--- src/hdl/otm_pkg.sv ---
package otm_pkg;
    // Register byte offsets on the Avalon-MM slave
    localparam logic [3:0] OFS_CONV_CONTROL_REG = 4'h0;
    localparam logic [3:0] OFS_CONV_IRQ_STATUS_REG = 4'h4;
    localparam logic [3:0] OFS_CHANNEL_RESULT_REG = 4'h8;
    localparam logic [3:0] OFS_FINAL_VALUE = 4'hC;
    // Upper address window selects the second bank
    localparam logic [4:0] OFS_IRQ_MASK_FULL = 5'h10;
    localparam logic [4:0] OFS_CONFIG = 5'h14;
    // Field positions
    localparam int CONV_START_BIT_POS = 0;
    localparam int CONV_DONE_FLAG_POS = 0;
    localparam int FINAL_VALID_POS = 1;
    localparam int CFG_ENABLE_POS = 0;
    localparam int CFG_AUTO_POS = 1;
    // Reset values
    localparam logic [1:0] RST_IRQ_MASK = 2'h0;
    localparam logic [1:0] RST_CONFIG = 2'h0;
    // Timing
    localparam int CLOCK_HZ = 20_000_000;
    localparam int PERIOD_US = 5_000;
    localparam int PERIOD_CYCLES = (CLOCK_HZ / 1_000_000) * PERIOD_US;
    localparam int CONV_CLOCK_DIV = 4;
    localparam int CONV_CLOCK_TICKS = 16;
    localparam int SET_SIZE = 10;
endpackage : otm_pkg

--- src/hdl/otm_converter.sv ---
`timescale 1ns/1ns
`default_nettype none
// One-shot converter core: sampled digital code stands in for the analog pin
module otm_converter #(
    parameter int DATA_W = 10,
    parameter int DIV = otm_pkg::CONV_CLOCK_DIV,
    parameter int TICKS = otm_pkg::CONV_CLOCK_TICKS
) (
    input wire logic clock,
    input wire logic nrst,
    input wire logic start,
    input wire logic [DATA_W-1:0] analog_input_ch,
    output logic busy,
    output logic done,
    output logic [DATA_W-1:0] result
);
    initial begin
        if (DIV < 2 || DIV > 256 || TICKS < 1 || TICKS > 256) begin
            $error("otm_converter: bad divider or tick count");
        end
    end

    logic [DATA_W-1:0] pin_meta;
    logic [DATA_W-1:0] pin_sync;
    logic [7:0] div_cnt;
    logic [7:0] next_div_cnt;
    logic [7:0] tick_cnt;
    logic [7:0] next_tick_cnt;
    logic next_busy;
    logic next_done;
    logic [DATA_W-1:0] next_result;
    logic conv_clock;

    // Divided conversion clock as an enable pulse, only while busy
    always_comb begin
        conv_clock = busy && (div_cnt == 8'(DIV - 1));
        next_div_cnt = busy ? (conv_clock ? 8'h00 : div_cnt + 8'h01) : 8'h00;
        next_tick_cnt = tick_cnt;
        next_busy = busy;
        next_done = 1'b0;
        next_result = result;
        if (!busy && start) begin
            next_busy = 1'b1;
            next_tick_cnt = 8'h00;
        end else if (conv_clock) begin
            if (tick_cnt == 8'(TICKS - 1)) begin
                // One conversion only, then stop
                next_busy = 1'b0;
                next_done = 1'b1;
                next_result = pin_sync;
            end else begin
                next_tick_cnt = tick_cnt + 8'h01;
            end
        end
    end

    // Two stages on the pin since it is asynchronous
    always_ff @(posedge clock or negedge nrst) begin
        if (!nrst) begin
            pin_meta <= '0;
            pin_sync <= '0;
            div_cnt <= 8'h00;
            tick_cnt <= 8'h00;
            busy <= 1'b0;
            done <= 1'b0;
            result <= '0;
        end else begin
            pin_meta <= analog_input_ch;
            pin_sync <= pin_meta;
            div_cnt <= next_div_cnt;
            tick_cnt <= next_tick_cnt;
            busy <= next_busy;
            done <= next_done;
            result <= next_result;
        end
    end
endmodule : otm_converter
`default_nettype wire

--- src/hdl/otm_top.sv ---
`timescale 1ns/1ns
`default_nettype none
// Behaviour
// - In auto mode, one conversion of the single input channel is made each 5 ms period.
// - A period timer ticks every 5 ms while enabled, and in auto mode each tick starts the next measurement.
// - Conversions start from a write of the start bit, or from the period tick in auto mode.
// - Conversion timing comes from a divided converter clock.
// - Each start performs exactly one conversion and then stops.
// - Writing 1 to the start bit begins a conversion, and the host writes it per sample unless auto mode is set.
// - The start bit returns to 0 by itself when the conversion ends.
// - The done flag is set to 1 when the conversion ends.
// - The finished value is loaded into the channel result register.
// - Each result is added into a running sum for the current set.
// - A result above the stored maximum replaces it.
// - A result below the stored minimum replaces it.
// - After 10 results the extremes are removed and the mean of eight is output.
module otm_top #(
    parameter int DATA_W = 10,
    parameter int PERIOD_CYCLES = otm_pkg::PERIOD_CYCLES
) (
    input wire logic clock,
    input wire logic nrst,
    input wire logic [4:0] avs_address,
    input wire logic avs_read,
    input wire logic avs_write,
    input wire logic [31:0] avs_writedata,
    output logic [31:0] avs_readdata,
    output logic avs_waitrequest,
    input wire logic [DATA_W-1:0] analog_input_ch,
    output logic irq,
    output logic period_tick
);
    localparam int SUM_W = DATA_W + 4;

    // Refuse widths that the readback word or the timer cannot hold
    initial begin
        if (DATA_W < 1 || DATA_W > 16 || PERIOD_CYCLES < 2) begin
            $error("otm_top: unsupported parameters");
        end
    end

    // One-hot bus states; DONE gives the master a cycle to drop its request
    typedef enum logic [2:0] {
        BUS_IDLE = 3'b001,
        BUS_ACK = 3'b010,
        BUS_DONE = 3'b100
    } otm_bus_e;

    otm_bus_e bus_state;
    otm_bus_e next_bus_state;
    logic [31:0] next_readdata;
    logic next_waitrequest;
    logic conv_start_bit;
    logic next_conv_start_bit;
    logic [1:0] irq_status;
    logic [1:0] next_irq_status;
    logic [1:0] irq_mask;
    logic [1:0] next_irq_mask;
    logic [1:0] config_bits;
    logic [1:0] next_config_bits;
    logic [DATA_W-1:0] channel_result_reg;
    logic [DATA_W-1:0] next_channel_result_reg;
    logic [DATA_W-1:0] final_value;
    logic [DATA_W-1:0] next_final_value;
    logic [SUM_W-1:0] sum;
    logic [SUM_W-1:0] next_sum;
    logic [3:0] count;
    logic [3:0] next_count;
    logic [DATA_W-1:0] max_v;
    logic [DATA_W-1:0] next_max_v;
    logic [DATA_W-1:0] min_v;
    logic [DATA_W-1:0] next_min_v;
    logic [31:0] timer;
    logic [31:0] next_timer;
    logic next_period_tick;
    logic next_irq;
    logic conv_busy;
    logic conv_done;
    logic [DATA_W-1:0] conv_result;
    logic start_pulse;
    logic next_start_pulse;
    logic wr_now;
    logic [SUM_W-1:0] trimmed;
    logic set_complete; // Tenth result folded in, mean due

    // Converter core, started only by the start pulse from a register write or an auto-mode period tick
    otm_converter #(
        .DATA_W(DATA_W),
        .DIV(otm_pkg::CONV_CLOCK_DIV),
        .TICKS(otm_pkg::CONV_CLOCK_TICKS)
    ) u_conv (
        .clock(clock),
        .nrst(nrst),
        .start(start_pulse),
        .analog_input_ch(analog_input_ch),
        .busy(conv_busy),
        .done(conv_done),
        .result(conv_result)
    );

    // Period timer in plain timer mode, runs while enabled
    always_comb begin
        next_timer = timer;
        next_period_tick = 1'b0;
        if (config_bits[otm_pkg::CFG_ENABLE_POS]) begin
            if (timer == 32'(PERIOD_CYCLES - 1)) begin
                next_timer = 32'h0000_0000;
                next_period_tick = 1'b1;
            end else begin
                next_timer = timer + 32'h0000_0001;
            end
        end else begin
            next_timer = 32'h0000_0000;
        end
    end

    // Avalon slave: one wait cycle, answer on the second cycle
    always_comb begin
        next_bus_state = bus_state;
        next_readdata = avs_readdata;
        next_waitrequest = 1'b1;
        wr_now = 1'b0;
        unique case (bus_state)
            BUS_IDLE: begin
                if (avs_read || avs_write) begin
                    next_bus_state = BUS_ACK;
                    next_waitrequest = 1'b0;
                    next_readdata = 32'h0000_0000;
                    if (avs_read) begin
                        case (avs_address)
                            {1'b0, otm_pkg::OFS_CONV_CONTROL_REG}:
                                next_readdata = 32'(conv_start_bit);
                            {1'b0, otm_pkg::OFS_CONV_IRQ_STATUS_REG}:
                                next_readdata = 32'(irq_status);
                            {1'b0, otm_pkg::OFS_CHANNEL_RESULT_REG}:
                                next_readdata = 32'(channel_result_reg);
                            {1'b0, otm_pkg::OFS_FINAL_VALUE}:
                                next_readdata = 32'(final_value);
                            otm_pkg::OFS_IRQ_MASK_FULL:
                                next_readdata = 32'(irq_mask);
                            otm_pkg::OFS_CONFIG:
                                next_readdata = 32'(config_bits);
                            default: next_readdata = 32'h0000_0000;
                        endcase
                    end
                end
            end
            BUS_ACK: begin
                // Write takes effect at the edge where waitrequest is low
                wr_now = avs_write;
                next_bus_state = BUS_DONE;
            end
            BUS_DONE: begin
                next_bus_state = BUS_IDLE;
            end
        endcase
    end

    // Ten-sample reduction; extremes are trimmed once the set is full
    always_comb begin
        next_final_value = final_value;
        next_sum = sum;
        next_count = count;
        next_max_v = max_v;
        next_min_v = min_v;
        set_complete = 1'b0;
        trimmed = sum - SUM_W'(max_v) - SUM_W'(min_v);
        if (conv_done) begin
            if (count == 4'h0) begin
                next_max_v = conv_result;
                next_min_v = conv_result;
            end else begin
                if (conv_result > max_v) begin
                    next_max_v = conv_result;
                end
                if (conv_result < min_v) begin
                    next_min_v = conv_result;
                end
            end
            next_sum = sum + SUM_W'(conv_result);
            next_count = count + 4'h1;
        end else if (count == 4'(otm_pkg::SET_SIZE)) begin
            // Divide by eight by shifting; no done can arrive this soon
            set_complete = 1'b1;
            next_final_value = DATA_W'(trimmed >> 3);
            next_sum = '0;
            next_count = 4'h0;
            next_max_v = '0;
            next_min_v = '0;
        end
    end

    // Control and flag registers; a set beats a same-cycle clear
    always_comb begin
        next_conv_start_bit = conv_start_bit;
        next_irq_status = irq_status;
        next_irq_mask = irq_mask;
        next_config_bits = config_bits;
        next_channel_result_reg = channel_result_reg;
        next_start_pulse = 1'b0;
        if (wr_now) begin
            case (avs_address)
                {1'b0, otm_pkg::OFS_CONV_CONTROL_REG}: begin
                    if (avs_writedata[otm_pkg::CONV_START_BIT_POS] && !conv_start_bit) begin
                        next_conv_start_bit = 1'b1;
                        next_start_pulse = 1'b1;
                    end
                end
                {1'b0, otm_pkg::OFS_CONV_IRQ_STATUS_REG}: begin
                    // Write one to clear
                    next_irq_status = irq_status & ~avs_writedata[1:0];
                end
                otm_pkg::OFS_IRQ_MASK_FULL: next_irq_mask = avs_writedata[1:0];
                otm_pkg::OFS_CONFIG: next_config_bits = avs_writedata[1:0];
                default: begin
                end
            endcase
        end
        // Auto mode lets the period tick stand in for the host's start write
        if (period_tick && config_bits[otm_pkg::CFG_AUTO_POS] && !conv_start_bit) begin
            next_conv_start_bit = 1'b1;
            next_start_pulse = 1'b1;
        end
        if (conv_done) begin
            next_conv_start_bit = 1'b0;
            next_irq_status[otm_pkg::CONV_DONE_FLAG_POS] = 1'b1;
            next_channel_result_reg = conv_result;
        end
        if (set_complete) begin
            next_irq_status[otm_pkg::FINAL_VALID_POS] = 1'b1;
        end
        next_irq = |(next_irq_status & next_irq_mask);
    end

    // Bus handshake registers; waitrequest idles high
    always_ff @(posedge clock or negedge nrst) begin
        if (!nrst) begin
            bus_state <= BUS_IDLE;
            avs_readdata <= 32'h0000_0000;
            avs_waitrequest <= 1'b1;
        end else begin
            bus_state <= next_bus_state;
            avs_readdata <= next_readdata;
            avs_waitrequest <= next_waitrequest;
        end
    end

    // Period timer registers
    always_ff @(posedge clock or negedge nrst) begin
        if (!nrst) begin
            timer <= 32'h0000_0000;
            period_tick <= 1'b0;
        end else begin
            timer <= next_timer;
            period_tick <= next_period_tick;
        end
    end

    // Control and flag registers
    always_ff @(posedge clock or negedge nrst) begin
        if (!nrst) begin
            conv_start_bit <= 1'b0;
            irq_status <= 2'h0;
            irq_mask <= otm_pkg::RST_IRQ_MASK;
            config_bits <= otm_pkg::RST_CONFIG;
            channel_result_reg <= '0;
            irq <= 1'b0;
            start_pulse <= 1'b0;
        end else begin
            conv_start_bit <= next_conv_start_bit;
            irq_status <= next_irq_status;
            irq_mask <= next_irq_mask;
            config_bits <= next_config_bits;
            channel_result_reg <= next_channel_result_reg;
            irq <= next_irq;
            start_pulse <= next_start_pulse;
        end
    end

    // Reduction registers
    always_ff @(posedge clock or negedge nrst) begin
        if (!nrst) begin
            final_value <= '0;
            sum <= '0;
            count <= 4'h0;
            max_v <= '0;
            min_v <= '0;
        end else begin
            final_value <= next_final_value;
            sum <= next_sum;
            count <= next_count;
            max_v <= next_max_v;
            min_v <= next_min_v;
        end
    end
endmodule : otm_top
`default_nettype wire

--- config.mk ---
export PLATFORM = sky130hd
export DESIGN_NAME = otm_top
export DESIGN_NICKNAME = d
export VERILOG_FILES = /design/src/hdl/otm_pkg.sv /design/src/hdl/otm_converter.sv /design/src/hdl/otm_top.sv
export SDC_FILE = /design/constraint.sdc
export NUM_CORES = 1
export LEC_CHECK = 0
export BUFFER_PORTS_ARGS = -buffer_cell sky130_fd_sc_hd__clkbuf_2
export CORE_AREA = 2 2 158 160
export DETAILED_ROUTE_END_ITERATION = 8
export DIE_AREA = 0 0 160 162
export MAX_ROUTING_LAYER = met4
export PLACE_DENSITY_LB_ADDON = 0.2
export SLEW_MARGIN = 20
export SYNTH_ARGS = -nofsm -noshare
export SYNTH_HDL_FRONTEND = slang
export SYNTH_SLANG_ARGS = --single-unit
--- constraint.sdc ---
create_clock -name clock -period 4.5 [get_ports clock]
set_input_delay 0.225 -clock clock [delete_from_list [all_inputs] [get_ports clock]]
set_output_delay 0.225 -clock clock [all_outputs]
set_load 0.1 [all_outputs]
=== Word-level counts from Yosys, hierarchy flattened ===
Cells that the tools add are included.

* Reductions and logical operators: 26
* Bitwise operators: 5
* Eq/ne operators: 16
* Add/sub/neg operators: 7
* Muxes and demuxes: 50
* $lt $le $gt $ge: 2

{| class="wikitable"
|+ Operator list
! kind !! count
|-
| two-way mux 10 bit || 8
|-
| two-way mux 32 bit || 2
|-
| case mux 10 bit (6 select lines) || 1
|-
| two-way mux 8 bit || 5
|-
| adder 32 x 1 -> 32 bit (second input constant) || 1
|-
| == test 32 x 17 -> 1 bit (second input constant) || 1
|-
| two-way mux 14 bit || 2
|-
| subtractor 13 x 10 -> 13 bit || 2
|-
| two-way mux 1 bit || 24
|-
| adder 8 x 1 -> 8 bit (second input constant) || 2
|-
| adder 14 x 10 -> 14 bit || 1
|-
| AND reduction 2 bit || 7
|-
| == test 5 x 4 -> 1 bit (second input constant) || 2
|-
| == test 5 bit (second input constant) || 2
|-
| > comparator 10 bit || 1
|-
| less-than comparator 10 bit || 1
|-
| case mux 3 bit (3 select lines) || 1
|-
| nonzero test 3 bit || 3
|-
| == test 8 x 2 -> 1 bit (second input constant) || 1
|-
| == test 8 x 4 -> 1 bit (second input constant) || 1
|-
| two-way mux 2 bit || 4
|-
| two-way mux 4 bit || 2
|-
| inequality test 3 bit (second input constant) || 2
|-
| AND reduction 3 bit || 2
|-
| other kinds (19) || 28
|}

* Bits in registers: 184

=== Longest topological paths before layout ===
* Depth after elaboration: 7
* Mapped depth: 10
* Gate-level depth less buffers: 9

=== Hierarchy ===
A second synthesis with hierarchy kept.

* Cells, all modules: 845
* Area total of the unflattened synthesis: 8,535.7 um^2

{| class="wikitable"
|+ Modules (own cells, without submodules)
! module !! cells each !! area each (um^2) !! seq. area each (um^2) !! times used
|-
| otm_top || 721 || 6,765.2 || 2,830.2 || 1
|-
| otm_converter || 124 || 1,770.4 || 1,201.2 || 1
|}

=== Worst setup path after synthesis ===
No wires, ideal clock.

* Path type: register to register
* From: register max_v[2]
* To: register final_value[9]
* Setup slack: 2.057 ns
* Data required time: 4.417 ns
* Stages on the path, launching flop included: 10
* Data arrival time: 2.361 ns
* Library setup time: 0.083 ns
* Buffers on the path: 0
* Cells stage by stage: dfrtp_1 inv_1 fa_1 ha_1 a211oi_1 o21ai_0 a221oi_1 o21ai_0 xor2_1 o21ai_0

* Word-level cells in the longest chain between the ends: 2

{| class="wikitable"
|+ Ends and longest elaborated chain
! item !! RTL line !! RTL
|-
| from (decl) || otm_top.sv:69 || <nowiki>logic [DATA_W-1:0] max_v;</nowiki>
|-
| from (signal assigned) || otm_top.sv:292 || <nowiki>max_v <= next_max_v;</nowiki>
|-
| subtractor 13 x 10 -> 13 bit (2 in a row) || otm_top.sv:167 || <nowiki>trimmed = sum - SUM_W'(max_v) - SUM_W'(min_v);</nowiki>
|-
| to (signal assigned) || otm_top.sv:289 || <nowiki>final_value <= next_final_value;</nowiki>
|-
| to (decl) || otm_top.sv:63 || <nowiki>logic [DATA_W-1:0] final_value;</nowiki>
|}

Every way passes these cells.
A chain may end at the register's enable or synchronous reset.

=== Final worst setup path ===
Ends and elaborated chain as after synthesis.

==> out/results.md <==
| Step | Item | Value |
|---|---|---|
| timing | Final number of max-transition violations | 0 |
| run status | Run status | finished, final reports clean |
| timing | Slew at the pin closest to its max-slew limit | 1.03 ns |
| logic synthesis | Number of cells produced by synthesis | 828 |
| timing | Setup repair after global routing missed its margin | no |
| drt | Met2 wire length | 8200 um |
| job | MaxCap Viol Count | 0 |
| timing | Highest clock frequency the design can meet | 348 MHz |
| floorplan | Die Footprint | 25900 sq um |
| clocking | Worst skew pair latency | 0.43 ns |
| logic synthesis | Number of unique standard cell types used by synthesis | 63 |
| drt | Wire length the detailed router placed on met1 | 8820 um |
| drt | Detailed-routed wire length on met3 | 487 um |
| logic synthesis | Mean post-synth cell area | 10.1 sq um |
| setup path | Worst reg2reg startpoint | max_v[2] |
| clocking | Clock tree sinks | 161 |
| logic synthesis | Register area share after synthesis | 0.480 |
| floorplan | Boundary pin count | 86 |
| logic synthesis | Async set-or-reset flop fraction in the synthesized netlist | 1.00 |
| timing | Final number of hold-violating endpoints | 0 |
| clocking | Number of buffers added for setup after CTS | 0 |
| logic synthesis | Synth Cell Area | 8390 sq um |
| final layout | Proportion of layout cells with a drive suffix above 1 | 0.110 |
| drt | Iteration-0 DRC count of the detailed router | 336 |
| clocking | CTS tree | built |
| floorplan | Die X | 160 um |
| logic synthesis | Number of enable flip-flop cells after synthesis | 0 |
| floorplan | Core Rows | 57 |
| hold path | Worst hold-check path type | input pin to register |
| final layout | Growth of design area from synthesis to finish | 14.3% |
| setup path | Setup CP Type | register to register |
| drt | Top sig layer | met4 |
| timing | Min Tclk post-route | 2.87 ns |
| logic synthesis | Top area cells in the synthesized netlist | dfrtp_1, ha_1, xor2_1 |
| placement | Half-perimeter wire length of the detailed placement result | 12500 um |
| timing | Fin Hold WS | 0.0758 ns |
| setup path | Critical path arrival | 3.20 ns |
| global routing | Overflow after GRT | 0 |
| floorplan | Starting Density | 0.348 |
| timing | Final Cycle Share | 0.638 |
| power | Leakage power | 4.34 nW |
| logic synthesis | Ys flop type | dfrtp_1 |
| clocking | Level count of the clock H-tree | 4 |
| setup path | Critical path required time | 4.83 ns |
| final layout | Total inserted antenna cells | 0 |
| global routing | Pin count of the biggest net entering global routing | 98 |
| logic synthesis | Cell taking the most area after synthesis | dfrtp_1 |
| placement | Final weighted congestion of routability-driven global placement | 0.788 |
| timing | Headroom to the max-slew limit | 0.316 |
| drt | Total detailed-routing wirelength | 17600 um |
| setup path | Element type at the critical path end | register |
| final layout | Final net count | 979 |
| power | Peak VDD IR | 199 uV |
| global routing | Global router's overall resource usage | 0.150 |
| final layout | Flip-flop count of the largest register after layout | 32 |
| logic synthesis | Number of warnings reported in the yosys synthesis log | 0 |
| drt | 1st-pass router iterations | 4 |
| floorplan | Core outline area | 24100 sq um |
| timing | Final setup violation count | 0 |
| clocking | Clock root cell | clkbuf_16 |
| final layout | Number of standard cells in the final layout excluding fillers | 1209 |
| final layout | Combined area of the multi-input logic cells | 3980 sq um |
| clocking | Number of CTS-inserted buffers | 17 |
| logic synthesis | Synthesis-stage register bit count | 161 |
| clocking | Count of instances resized after the clock tree is built | 0 |
| setup path | Highest net fanout along the worst path | 4 |
| setup path | CP startpoint kind | register |
| global routing | Vias in the first global route | 5876 |
| placement | Cell Count Post-Placement | 1166 |
| power | Power per unit of standard cell area | 356 nW/um^2 |
| drt | Mean number of vias per cell | 4.89 |
| setup path | Startpoint of the worst setup timing path | max_v[2] |
| global routing | Global-route wire length before repair | 30200 um |
| clocking | Clock transition at the registers of the reported paths | 0.07 ns |
| timing | Total Neg Setup Slack | 0 ns |
| final layout | Sequential standard cell area | 4030 sq um |
| final layout | Register containing the most flip-flops in the final layout | timer |
| drt | Routed via count | 5911 |
| drt | Remaining number of nets flagged by the antenna check after routing | 0 |
| drt | Wire per inst | 14.6 um |
| clocking | Maximum count of clock buffers along a single path | 2 |
| final layout | Registers with the most flip-flops | timer x32, sum x13 |
| hold path | Beginning of the worst hold path | avs_writedata[1] |
| timing | Maximum clock skew at final layout | 0.0148 ns |
| placement | Count of input and output buffers | 33 |
| global routing | Antenna violations before repair | 0 |
| final layout | Number of fill cells | 2447 |
| floorplan | Vertical die dimension | 162 um |
| logic synthesis | Area share of the largest cell type after synthesis | 0.474 |
| drt | Number of remaining DRC errors | 0 |
[layout by cell type (no fill, tap or decap), types with 17 or more instances in the layout]
cell type	n
nand3_1	46
xor2_1	33
ha_1	46
dfrtp_1	159
xnor2_1	21
clkbuf_2	32
a21oi_1	18
nor2_1	68
o21ai_0	53
nand2_1	66
conb_1	22
clkbuf_16	17
inv_1	52
[final cells by class]
class | instances | share of cell area
tap | 324 | 0.0422
clock buffer | 17 | 0.0443
timing repair buffer | 51 | 0.0348
inverter | 52 | 0.0203
multi-input combinational | 589 | 0.415
sequential | 161 | 0.420
clock inverter | 15 | 0.0231
[final timing paths]
path / depth (start not counted) / end / slack (ns)
worst max-delay path: 9 / final_value[9] / 1.63
worst min-delay path: 2 / config_bits[1] / 0.08
worst max register to register: 9 / final_value[9] / 1.63
worst min register to register: 0 / u_conv.pin_sync[5] / 0.35
max in group asynchronous: 3 / avs_waitrequest / 2.99
min in group asynchronous: 2 / timer[8] / 0.48
[what timing repair did]
action                     in CTS  in global routing
setup endpoints to repair       0                  0
hold endpoints to repair      104                  0
hold buffers                   11                  0
[power by group]
| part | internal [mW] | total [mW] | switching (mW) |
|---|---|---|---|
| logic | 0.0609 | 0.305 | 0.245 |
| clock network | 0.949 | 1.59 | 0.638 |
| registers | 1.50 | 1.53 | 0.0287 |
| total | 2.51 | 3.42 | 0.911 |
[cell families after synthesis]
kind of cell | synth area share
AO/OA/AOI/OAI | 0.115
XOR/XNOR | 0.0564
adder cells (fa/ha/maj) | 0.0924
buffers and inverters | 0.0556
flip-flops | 0.480
multiplexers | 0.0340
other | 0.000447
AND/OR/NAND/NOR | 0.166
[cells in the mapped netlist, types with 13 or more instances]
library cell  count
or3_1            14
nand2_1          66
and3_1           13
nor2_1           68
clkbuf_1         19
a21oi_1          19
inv_1            52
xnor2_1          21
o21ai_0          53
xor2_1           33
nand3_1          46
mux2i_1          15
a31oi_1          13
buf_4            22
dfrtp_1         159
nand4_1          15
ha_1             46
o22ai_1          13
[worst max-delay path: stages, from the launching register on]
cell and delay (ns):
dfrtp_1 0.40, inv_1 0.13, fa_1 0.44, ha_1 0.24
a211oi_1 0.32, o21ai_0 0.27, a221oi_1 0.50, o21ai_0 0.18
xor2_1 0.16, o21ai_0 0.14
[metal layers]
| layer | vias up | GRT usage |
|---|---|---|
| met5 | - | - |
| met4 | 0 | 0.0393 |
| met3 | 8 | 0.0245 |
| met2 | 69 | 0.234 |
| met1 | 2878 | 0.204 |
| li1 | 2956 | - |
[through the flow]
step / utilization / instance area (sq um) / power, mW / worst slack, ns
2_1_floorplan: - / 8470 / 1.79 / 2.06
3_3_place_gp: 0.367 / 8840 / 1.86 / 1.62
3_5_place_dp: 0.367 / 8840 / 1.86 / 1.59
4_1_cts: 0.398 / 9600 / 3.48 / 1.55
5_1_grt: 0.398 / 9600 / 3.57 / 1.38
6_report: 0.398 / 9600 / 3.42 / 1.63
No activity file was read; power rests on OpenSTA's default activity.
